===== src/logic/dioc_pkg.sv =====
// shared constants, register map and types for the digital i/o diagnostics block
package dioc_pkg;

    // module variant, selected by software in the control register
    typedef enum logic [1:0] {
        VAR_16IN  = 2'h0,                    // sixteen inputs
        VAR_16OUT = 2'h1,                    // sixteen outputs
        VAR_MIXED = 2'h2                     // slots 1..4 inputs, slots 5..8 outputs
    } variant_t;

    localparam int NUM_CH   = 16;            // channels, two per slot
    localparam int NUM_SLOT = 8;             // connector slots

    // register byte addresses (one aligned 32-bit word each)
    localparam logic [11:0] ADDR_CTRL    = 12'h000;  // variant and alarm enable
    localparam logic [11:0] ADDR_SETTLE  = 12'h004;  // settle time in ms
    localparam logic [11:0] ADDR_WANTED  = 12'h008;  // wanted output bytes
    localparam logic [11:0] ADDR_INDATA  = 12'h00c;  // process input bytes
    localparam logic [11:0] ADDR_CHERR   = 12'h010;  // filtered channel errors
    localparam logic [11:0] ADDR_LOCK    = 12'h014;  // locked channels, write 1 releases
    localparam logic [11:0] ADDR_MODINFO = 12'h018;  // module information

    // field positions
    localparam int CTRL_VAR_LSB     = 0;     // variant, two bits
    localparam int CTRL_ALARM_BIT   = 2;     // alarm reporting enable
    localparam int MODINFO_UL_BIT   = 1;     // actuator undervoltage
    localparam int MODINFO_SSC_LSB  = 8;     // sensor short, one bit per slot

    // reset values
    localparam variant_t    CTRL_VAR_RST   = VAR_16IN;
    localparam logic        CTRL_ALARM_RST = 1'b0;
    localparam logic [7:0]  SETTLE_RST     = 8'h50;  // 80 ms
    localparam logic [15:0] WANTED_RST     = 16'h0000;

    // timing
    localparam int CLK_PERIOD_NS    = 8;         // 125 MHz
    localparam int TICK_PERIOD_NS   = 1000000;   // 1 ms
    localparam int TICK_CYCLES      = TICK_PERIOD_NS / CLK_PERIOD_NS;
    localparam int STATIC_FILTER_MS = 100;       // filter while channel is static
    localparam int SUPPLY_FILTER_MS = 300;       // actuator supply filter

endpackage


===== src/logic/dio_diag_top.sv =====
// process-data packing and per-channel diagnostics, apb register slave
//
// Behaviour
// input variant returns slot-ordered input bytes
// output variant returns actual output states
// controller supplies two wanted output bytes
// mixed: inputs slots 1-4, outputs 5-8
// mixed: one wanted byte for slots 5-8
// compare wanted against measured; equal is fine
// on but measured off: red, error, lock
// off but measured on: red+yellow, no lock
// lock the slot outputs that were on
// locked output off until controller releases
// settle time after each edge, default 80
// static channel uses fixed 100 ms filter
// sensor short: both slot leds red, bit
// sensor short uses same filter times
// overload sets error bits, locks slot
// overload lights active outputs of slot red
// overload error raises a channel alarm
// overload uses the shared settle time
// actuator supply fault: red led, bit
// supply fault locks every active output
// supply fault filtered for 300 ms
// alarms only when reporting is enabled
// report only after condition held whole time
// one ms tick, one timer per channel
`timescale 1ns/1ps
module dio_diag_top #(
    parameter int unsigned TICK_CYCLES = dioc_pkg::TICK_CYCLES  // cycles per 1 ms
) (
    input  wire logic        MCLK,          // system clock, 125 MHz
    input  wire logic        RESET_N,       // async reset, active low
    input  wire logic        PSEL,          // apb select
    input  wire logic        PENABLE,       // apb access phase
    input  wire logic        PWRITE,        // apb direction
    input  wire logic [11:0] PADDR,         // apb byte address
    input  wire logic [31:0] PWDATA,        // apb write data
    output logic      [31:0] PRDATA,        // apb read data
    output logic             PREADY,        // apb ready
    output logic             PSLVERR,       // apb error, unmapped address
    input  wire logic [15:0] DIN,           // measured channel states
    input  wire logic [15:0] OVLD,          // driver overload per channel
    input  wire logic [7:0]  SSC,           // sensor supply short per slot
    input  wire logic        UL_FAULT,      // actuator supply out of band
    output logic      [15:0] DOUT,          // output drivers
    output logic      [15:0] LED_RED,       // channel red indicators
    output logic      [15:0] LED_YEL,       // channel yellow indicators
    output logic             LED_UL_RED,    // actuator supply red indicator
    output logic             ALARM          // one-cycle diagnostic alarm
);

    // spread one bit per slot onto both of its channels
    function automatic logic [15:0] slot_spread(input logic [7:0] s);
        logic [15:0] r;
        r = 16'h0000;
        for (int i = 0; i < dioc_pkg::NUM_SLOT; i++) begin
            r[2*i]   = s[i];
            r[2*i+1] = s[i];
        end
        return r;
    endfunction

    // a slot is flagged if either of its channels is
    function automatic logic [7:0] slot_any(input logic [15:0] c);
        logic [7:0] r;
        r = 8'h00;
        for (int i = 0; i < dioc_pkg::NUM_SLOT; i++) begin
            r[i] = c[2*i] | c[2*i+1];
        end
        return r;
    endfunction

    // registers
    dioc_pkg::variant_t variant_reg;        // selected variant
    logic        alarm_en_reg;              // alarm reporting enable
    logic [7:0]  settle_reg;                // settle time, ms
    logic [15:0] wanted_reg;                // wanted bytes, byte n low
    logic [15:0] indata_reg;                // packed process input bytes
    logic [15:0] lock_reg;                  // locked channels
    logic [15:0] err_prev_reg;              // channel errors, previous cycle
    logic [7:0]  ssc_prev_reg;              // sensor errors, previous cycle
    logic        ul_prev_reg;               // supply error, previous cycle

    // combinational nets
    logic        tick;                      // 1 ms pulse
    logic [15:0] out_mask;                  // channels that are outputs
    logic [15:0] wanted_eff;                // wanted state per channel
    logic [15:0] drive_next;                // next driver state
    logic [15:0] ch_edge;                   // driver state is changing
    logic [15:0] ch_cond;                   // raw channel fault
    logic [15:0] ch_err;                    // filtered channel fault
    logic [7:0]  slot_edge;                 // any edge within the slot
    logic [7:0]  ssc_err;                   // filtered sensor short
    logic        ul_err;                    // filtered supply fault
    logic [15:0] lock_rise;                 // new lockable channel errors
    logic [15:0] lock_set;                  // channels to lock now
    logic [15:0] lock_clr;                  // channels released by software
    logic [15:0] lock_next;                 // next lock state
    logic        alarm_next;                // alarm this cycle

    // apb decode
    logic        access;                    // access phase, answer due
    logic        wr_fire;                   // write takes effect
    logic        sel_ctrl;                  // address hits control
    logic        sel_settle;                // address hits settle
    logic        sel_wanted;                // address hits wanted
    logic        sel_lock;                  // address hits lock
    logic        mapped;                    // any register hit
    logic [31:0] rd_mux;                    // read data selection

    assign access     = PSEL & PENABLE;
    assign wr_fire    = access & PREADY & PWRITE;
    assign sel_ctrl   = (PADDR == dioc_pkg::ADDR_CTRL);
    assign sel_settle = (PADDR == dioc_pkg::ADDR_SETTLE);
    assign sel_wanted = (PADDR == dioc_pkg::ADDR_WANTED);
    assign sel_lock   = (PADDR == dioc_pkg::ADDR_LOCK);
    assign mapped     = sel_ctrl | sel_settle | sel_wanted | sel_lock
                      | (PADDR == dioc_pkg::ADDR_INDATA)
                      | (PADDR == dioc_pkg::ADDR_CHERR)
                      | (PADDR == dioc_pkg::ADDR_MODINFO);

    // read mux; unmapped reads return zero with an error
    assign rd_mux =
        sel_ctrl   ? {29'h0, alarm_en_reg, variant_reg} :
        sel_settle ? {24'h0, settle_reg} :
        sel_wanted ? {16'h0, wanted_reg} :
        sel_lock   ? {16'h0, lock_reg} :
        (PADDR == dioc_pkg::ADDR_INDATA)  ? {16'h0, indata_reg} :
        (PADDR == dioc_pkg::ADDR_CHERR)   ? {16'h0, ch_err} :
        (PADDR == dioc_pkg::ADDR_MODINFO) ? {16'h0, ssc_err, 6'h00, ul_err, 1'b0} :
        32'h0000_0000;

    // one wait state: ready rises in the second access cycle so read data
    // can come straight from a flop; costs one cycle per transfer
    always_ff @(posedge MCLK or negedge RESET_N) begin
        if (!RESET_N) begin
            PREADY  <= 1'b0;
            PSLVERR <= 1'b0;
            PRDATA  <= 32'h0000_0000;
        end else begin
            PREADY  <= access & ~PREADY;
            PSLVERR <= access & ~PREADY & ~mapped;
            PRDATA  <= (access & ~PREADY & ~PWRITE) ? rd_mux : 32'h0000_0000;
        end
    end

    // software-writable configuration
    always_ff @(posedge MCLK or negedge RESET_N) begin
        if (!RESET_N) begin
            variant_reg  <= dioc_pkg::CTRL_VAR_RST;
            alarm_en_reg <= dioc_pkg::CTRL_ALARM_RST;
            settle_reg   <= dioc_pkg::SETTLE_RST;
            wanted_reg   <= dioc_pkg::WANTED_RST;
        end else begin
            if (wr_fire && sel_ctrl) begin
                variant_reg  <= dioc_pkg::variant_t'(PWDATA[dioc_pkg::CTRL_VAR_LSB +: 2]);
                alarm_en_reg <= PWDATA[dioc_pkg::CTRL_ALARM_BIT];
            end
            if (wr_fire && sel_settle) begin
                settle_reg <= PWDATA[7:0];
            end
            if (wr_fire && sel_wanted) begin
                wanted_reg <= PWDATA[15:0];
            end
        end
    end

    // output channels and wanted state per variant; an unused code
    // behaves as the input variant so nothing is ever driven by mistake
    assign out_mask   = (variant_reg == dioc_pkg::VAR_16OUT) ? 16'hffff :
                        (variant_reg == dioc_pkg::VAR_MIXED) ? 16'hff00 : 16'h0000;
    assign wanted_eff = (variant_reg == dioc_pkg::VAR_MIXED)
                      ? {wanted_reg[7:0], 8'h00}
                      : wanted_reg;

    // locked channels are forced off whatever is wanted
    assign drive_next = wanted_eff & out_mask & ~lock_reg;
    assign ch_edge    = drive_next ^ DOUT;
    assign slot_edge  = slot_any(ch_edge);

    // mismatch between driven and measured state, or driver overload
    assign ch_cond = ((DOUT ^ DIN) | OVLD) & out_mask;

    ms_tick #(
        .TICK_CYCLES (TICK_CYCLES)
    ) u_tick (
        .clk   (MCLK),
        .rst_n (RESET_N),
        .tick  (tick)
    );

    // one timer per channel and per slot, all sharing the settle setting
    for (genvar c = 0; c < dioc_pkg::NUM_CH; c++) begin : g_ch
        fault_filter u_flt (
            .clk       (MCLK),
            .rst_n     (RESET_N),
            .cond      (ch_cond[c]),
            .edge_seen (ch_edge[c]),
            .tick      (tick),
            .settle_ms (settle_reg),
            .static_ms (9'(dioc_pkg::STATIC_FILTER_MS)),
            .fault     (ch_err[c])
        );
    end

    for (genvar s = 0; s < dioc_pkg::NUM_SLOT; s++) begin : g_slot
        fault_filter u_flt (
            .clk       (MCLK),
            .rst_n     (RESET_N),
            .cond      (SSC[s]),
            .edge_seen (slot_edge[s]),
            .tick      (tick),
            .settle_ms (settle_reg),
            .static_ms (9'(dioc_pkg::STATIC_FILTER_MS)),
            .fault     (ssc_err[s])
        );
    end

    // supply filter never sees an edge, so only the fixed time applies
    fault_filter u_ul_flt (
        .clk       (MCLK),
        .rst_n     (RESET_N),
        .cond      (UL_FAULT),
        .edge_seen (1'b0),
        .tick      (tick),
        .settle_ms (8'h00),
        .static_ms (9'(dioc_pkg::SUPPLY_FILTER_MS)),
        .fault     (ul_err)
    );

    // newly reported short-circuit or overload errors lock; feedback does not
    assign lock_rise = ch_err & ~err_prev_reg
                     & ((DOUT & ~DIN) | OVLD);
    // lock every channel of the slot that is on at that moment
    assign lock_set  = (slot_spread(slot_any(lock_rise)) & DOUT)
                     | ((ul_err & ~ul_prev_reg) ? DOUT : 16'h0000);
    assign lock_clr  = (wr_fire && sel_lock) ? PWDATA[15:0] : 16'h0000;
    // a new lock in the release cycle wins over the release
    assign lock_next = (lock_reg & ~lock_clr) | lock_set;

    // alarm on incoming and outgoing events, only when enabled
    assign alarm_next = alarm_en_reg
                      & ((|(ch_err ^ err_prev_reg))
                      |  (|(ssc_err ^ ssc_prev_reg))
                      |  (ul_err ^ ul_prev_reg));

    // diagnostic state and pins
    always_ff @(posedge MCLK or negedge RESET_N) begin
        if (!RESET_N) begin
            lock_reg     <= 16'h0000;
            err_prev_reg <= 16'h0000;
            ssc_prev_reg <= 8'h00;
            ul_prev_reg  <= 1'b0;
            indata_reg   <= 16'h0000;
            DOUT         <= 16'h0000;
            LED_RED      <= 16'h0000;
            LED_YEL      <= 16'h0000;
            LED_UL_RED   <= 1'b0;
            ALARM        <= 1'b0;
        end else begin
            lock_reg     <= lock_next;
            err_prev_reg <= ch_err;
            ssc_prev_reg <= ssc_err;
            ul_prev_reg  <= ul_err;
            // measured states already sit in slot order, A even, B odd
            indata_reg   <= DIN;
            DOUT         <= drive_next;
            LED_RED      <= (ch_err & out_mask)
                          | slot_spread(ssc_err)
                          | (slot_spread(slot_any(ch_err & OVLD)) & DOUT);
            LED_YEL      <= ch_err & ~DOUT & DIN;
            LED_UL_RED   <= ul_err;
            ALARM        <= alarm_next;
        end
    end

endmodule // dio_diag_top


===== src/logic/ms_tick.sv =====
// one-millisecond tick generator from the system clock
`timescale 1ns/1ps
module ms_tick #(
    parameter int unsigned TICK_CYCLES = 125000   // clock cycles per tick
) (
    input  wire logic clk,                       // system clock
    input  wire logic rst_n,                     // async reset, active low
    output logic      tick                       // one-cycle pulse each period
);

    logic [31:0] cnt_reg;                        // cycles since last tick
    logic        wrap;                           // last cycle of period

    assign wrap = (cnt_reg == 32'(TICK_CYCLES - 1));

    // free-running divider; tick is registered to keep it glitch free
    always_ff @(posedge clk or negedge rst_n) begin
        if (!rst_n) begin
            cnt_reg <= 32'h0;
            tick    <= 1'b0;
        end else begin
            cnt_reg <= wrap ? 32'h0 : cnt_reg + 32'h1;
            tick    <= wrap;
        end
    end

endmodule // ms_tick


===== src/logic/fault_filter.sv =====
// per-channel fault filter: condition must persist for the applicable time
`timescale 1ns/1ps
module fault_filter (
    input  wire logic       clk,                 // system clock
    input  wire logic       rst_n,               // async reset, active low
    input  wire logic       cond,                // raw fault condition
    input  wire logic       edge_seen,           // output state just changed
    input  wire logic       tick,                // 1 ms pulse
    input  wire logic [7:0] settle_ms,           // time after an edge
    input  wire logic [8:0] static_ms,           // time while static
    output logic            fault                // filtered fault
);

    logic [8:0] cnt_reg;                         // ms the condition has held
    logic       transient_reg;                   // edge seen, condition never cleared
    logic [8:0] limit;                           // applicable filter time
    logic       reached;                         // held long enough

    assign limit   = transient_reg ? {1'b0, settle_ms} : static_ms;
    assign reached = (cnt_reg >= limit);

    // timer restarts on every edge and whenever the condition drops;
    // counter saturates at the limit so it can never wrap into a false pass
    always_ff @(posedge clk or negedge rst_n) begin
        if (!rst_n) begin
            cnt_reg       <= 9'h000;
            transient_reg <= 1'b0;
            fault         <= 1'b0;
        end else if (edge_seen) begin        // suppress after an edge
            cnt_reg       <= 9'h000;
            transient_reg <= 1'b1;
            fault         <= 1'b0;
        end else if (!cond) begin            // condition gone: restart, go static
            cnt_reg       <= 9'h000;
            transient_reg <= 1'b0;
            fault         <= 1'b0;
        end else begin                       // condition held: count on
            if (tick && !reached) begin
                cnt_reg <= cnt_reg + 9'h001;
            end
            fault <= reached;
        end
    end

endmodule // fault_filter


===== config.mk =====
export PLATFORM = sky130hd
export DESIGN_NAME = dio_diag_top
export DESIGN_NICKNAME = d
export VERILOG_FILES = /design/src/logic/dioc_pkg.sv /design/src/logic/dio_diag_top.sv /design/src/logic/ms_tick.sv /design/src/logic/fault_filter.sv
export SDC_FILE = /design/constraint.sdc
export NUM_CORES = 1
export LEC_CHECK = 0
export BUFFER_PORTS_ARGS = -buffer_cell sky130_fd_sc_hd__buf_2
export CAP_MARGIN = 20
export CORE_ASPECT_RATIO = 0.75
export CORE_MARGIN = 3
export CORE_UTILIZATION = 40
export DETAILED_ROUTE_END_ITERATION = 16
export GPL_TIMING_DRIVEN = 0
export PLACE_DENSITY_LB_ADDON = 0.15
export SYNTH_ARGS = -nofsm -noshare
export SYNTH_HDL_FRONTEND = slang
export SYNTH_SLANG_ARGS = --single-unit
export TNS_END_PERCENT = 10

===== constraint.sdc =====
create_clock -name MCLK -period 3.68 [get_ports MCLK]
set_input_delay 0 -clock MCLK [delete_from_list [all_inputs] [get_ports MCLK]]
set_output_delay 0 -clock MCLK [all_outputs]
set_load 0.01 [all_outputs]

==> results.txt <==
status - finished, violations left
violated checks - negative hold slack
top cells by count, synth - 456 x dfrtp_1, 325 x nor2_1, 265 x nand2_1
1st-iter DRT viols - 1,450
ANT nets after route - 0
clock latency on the worst-skew pair - 0.60 ns
Layout Utilization - 47.8%
global-route wire length before repair - 119 mm
Main synth FF type - dfrtp_1
setup_tns - 0 ns
core area - 64,000 sq um
RSZ-0062 raised after global routing - true
Crit Path Max Fanout - 10
number of synthesized flops with an enable pin - 0
Crit path max-delay family - buffers and inverters
overall power - 0.0107 W
Ys Warns - 0
post-synth cell types - 66
Startpoint Class - flip-flop
total CTS buffers - 51
CP peak stage delay - 0.54 ns
vias per cell - 5.41
peak supply drop - 0.000283 V
CP Class - flip-flop to flip-flop
Total GRT Usage - 22.1%
Core Rows - 80
# H-tree levels - 2
fin. max-slew vios - 0
Initial Util - 40.6%
Root Driver - clkbuf_16
top-count cell post-synth - dfrtp_1
DP Cell Count - 3,684
Worst Skew - 0.0191 ns
Post-Synth Adder-Cell Area - 12.2%
final instance area - 30,600 sq um
fin cells - 3,859
Setup Viol. Count Final - 0
grt ovf - 0
number of port buffers - 139
synthesized cell area - 26,000 sq um
clock-pin slew on the worst setup and hold paths - 0.06 ns
Post-Synth Simple-Gate Area - 20.8%
largest family of logic cells by synthesized area - simple AND/OR/NAND/NOR gates
Area Growth Syn to Fin - 17.6%
share of layout cells above drive strength 1 - 11.0%
largest net degree at the start of global routing - 110
die width - 300 microns
vias in the first global route - 20,858
max frequency - 279 MHz
average cell area after synthesis - 9.76 sq um
CP max stage cell - clkbuf_1
Post-DP HPWL - 54.8 mm
cell count after synthesis - 2,663
Area contributors post-synth - dfrtp_1 44%, ha_1 12%, nor2_1 4.7%
power per cell area - 351 nW/um^2
final hold slack - -0.00895 ns
TritonCTS Sinks - 458
slew margin rel. - 30.7%
final period utilization - 97.3%
Min-Delay Path Class - primary input to asynchronous set/reset pin
worst path required time - 4.17 ns
post-synthesis sequential area ratio - 44.1%
final hold violations - 2
total routed wirelength - 75.2 mm
Final nets - 3,299
max-cap violations - 0
Critical Path End Type - flip-flop
DRT Pass-1 Iters - 5
drt drc - 0
chip height - 227 microns
placer congestion estimate - 0.882
I/O Pins - 174
Synth top area share - 43.9%
CP most frequent cell - nand2_1
XOR/XNOR Fraction of Synth Area - 7.11%
crit path buf inv count - 2
worst-case clock buffer depth - 3
CTS tree - built
Setup Buffers After CTS - 0
DIE AREA - 68,100 sq um
Area after DPL - 28,000 sq um
Synth Register Bits - 458
worst slew pin tran - 1.03 ns
initial antenna violation count - 8
WL/cell - 19.5 microns
area leader, netlist - dfrtp_1
final worst path period need - 3.58 ns
r2r setup slk - 0.1 ns
CP arrival - 4.07 ns
Post-synth ARST share - 100%
Vias - 20,878
Synth Area in Compound Gates - 9.60%
mux contribution to synthesized area - 3.02%
crit-path cells - clkbuf_1, buf_2, nand2_1, ha_1, a211o_1, a31oi_1, nand2_1, a21oi_1, nand4_1, mux2_2
Leakage - 14.5 nW
max FFs per register - 144
## cells by family after synthesis
group	after synthesis
compound gates	370
xor+xnor	211
fa+ha+maj	254
buf+inv	192
flops	458
mux	74
other cells	1
simple gates	1103
## cell type report
class,count,area [sq um]
buffer,92,453
timing repair buffer,225,1620
clock buffer,75,1510
antenna,3,7.51
fill,5928,33400
inverter,99,372
clock inverter,18,233
multi-input combinational,2028,13800
tap,861,1080
sequential,458,11500
## per-layer routing
metal	up-vias	GRT usage, %	wire length, microns	share of wire, %
li1	9913	-	-	-
met1	10280	31.6	35600	47
met2	546	34.2	32800	44
met3	137	3.47	4360	5.8
met4	2	7.29	2480	3.3
met5	-	0	12	0.016
## through the flow
| stage | hold slack [ns] | setup WS, ns |
|---|---|---|
| 6_report | -0.00895 | 0.0992 |
| 5_1_grt | 0.0303 | -0.0300 |
| 4_1_cts | 0.0196 | 0.00815 |
| 3_5_place_dp | 0.0599 | -0.810 |
| 3_3_place_gp | 0.127 | -6.73 |
| 2_1_floorplan | -0.296 | 0.595 |
## power breakdown
group          switching (W)  internal [W]  leakage, nW
sequential        0.00000501       0.00505         6.33
combinational       0.000225      0.000122         7.27
clock                0.00216       0.00318        0.861
## timing repair
item	CTS	global route
endpoints found under the hold margin	293	0
hold buffers	77	0
pin swaps	0	0
setup endpoints to repair	139	42
gates resized for setup	18	17
## worst reg2reg max path: stages (launching register included)
cell and delay [ns]:
dfrtp_1 0.33, clkbuf_1 0.54, buf_2 0.55, nand2_1 0.12, ha_1 0.33, a211o_1 0.30
a31oi_1 0.29, nand2_1 0.15, a21oi_1 0.42, nand4_1 0.16, mux2_2 0.29
## layout by cell type (no fill, tap or decap), types with 20 or more instances in the layout
cell           Yosys  final
nor2b_1           91     91
a21oi_1           94     93
nor2_1           325    325
and3_1            54     54
nand2b_1          20     20
nor3b_1           32     32
ha_1             254    254
a22o_1            25     25
a211oi_1          27     23
inv_1             98     98
nor3_1            32     32
mux2_2            31     31
o21ai_0           78     78
dfrtp_1          456    456
clkbuf_1          58     52
and2_1            44     44
nand3_1           86     85
clkbuf_16          0     51
a31oi_1           22     21
nand4_1           95     95
a21o_1            22     22
nand2_1          265    265
mux2i_1           42     42
buf_2              5    147
xor2_1           118    118
xnor2_1           93     93
dlygate4sd3_1      0     77
## final timing paths
path / startpoint / endpoint / cells past startpoint
setup / recovery: settle_reg[7] / g_ch[2].u_flt.cnt_reg[3] / 10
hold / removal: RESET_N / PRDATA[9] / 2
setup reg to reg: settle_reg[7] / g_ch[2].u_flt.cnt_reg[3] / 10
hold reg to reg: u_ul_flt.fault / LED_UL_RED / 0
max in group asynchronous: RESET_N / g_slot[2].u_flt.cnt_reg[1] / 4
min in group MCLK: DIN[3] / indata_reg[3] / 2
Power figures use the tool's default switching activity.
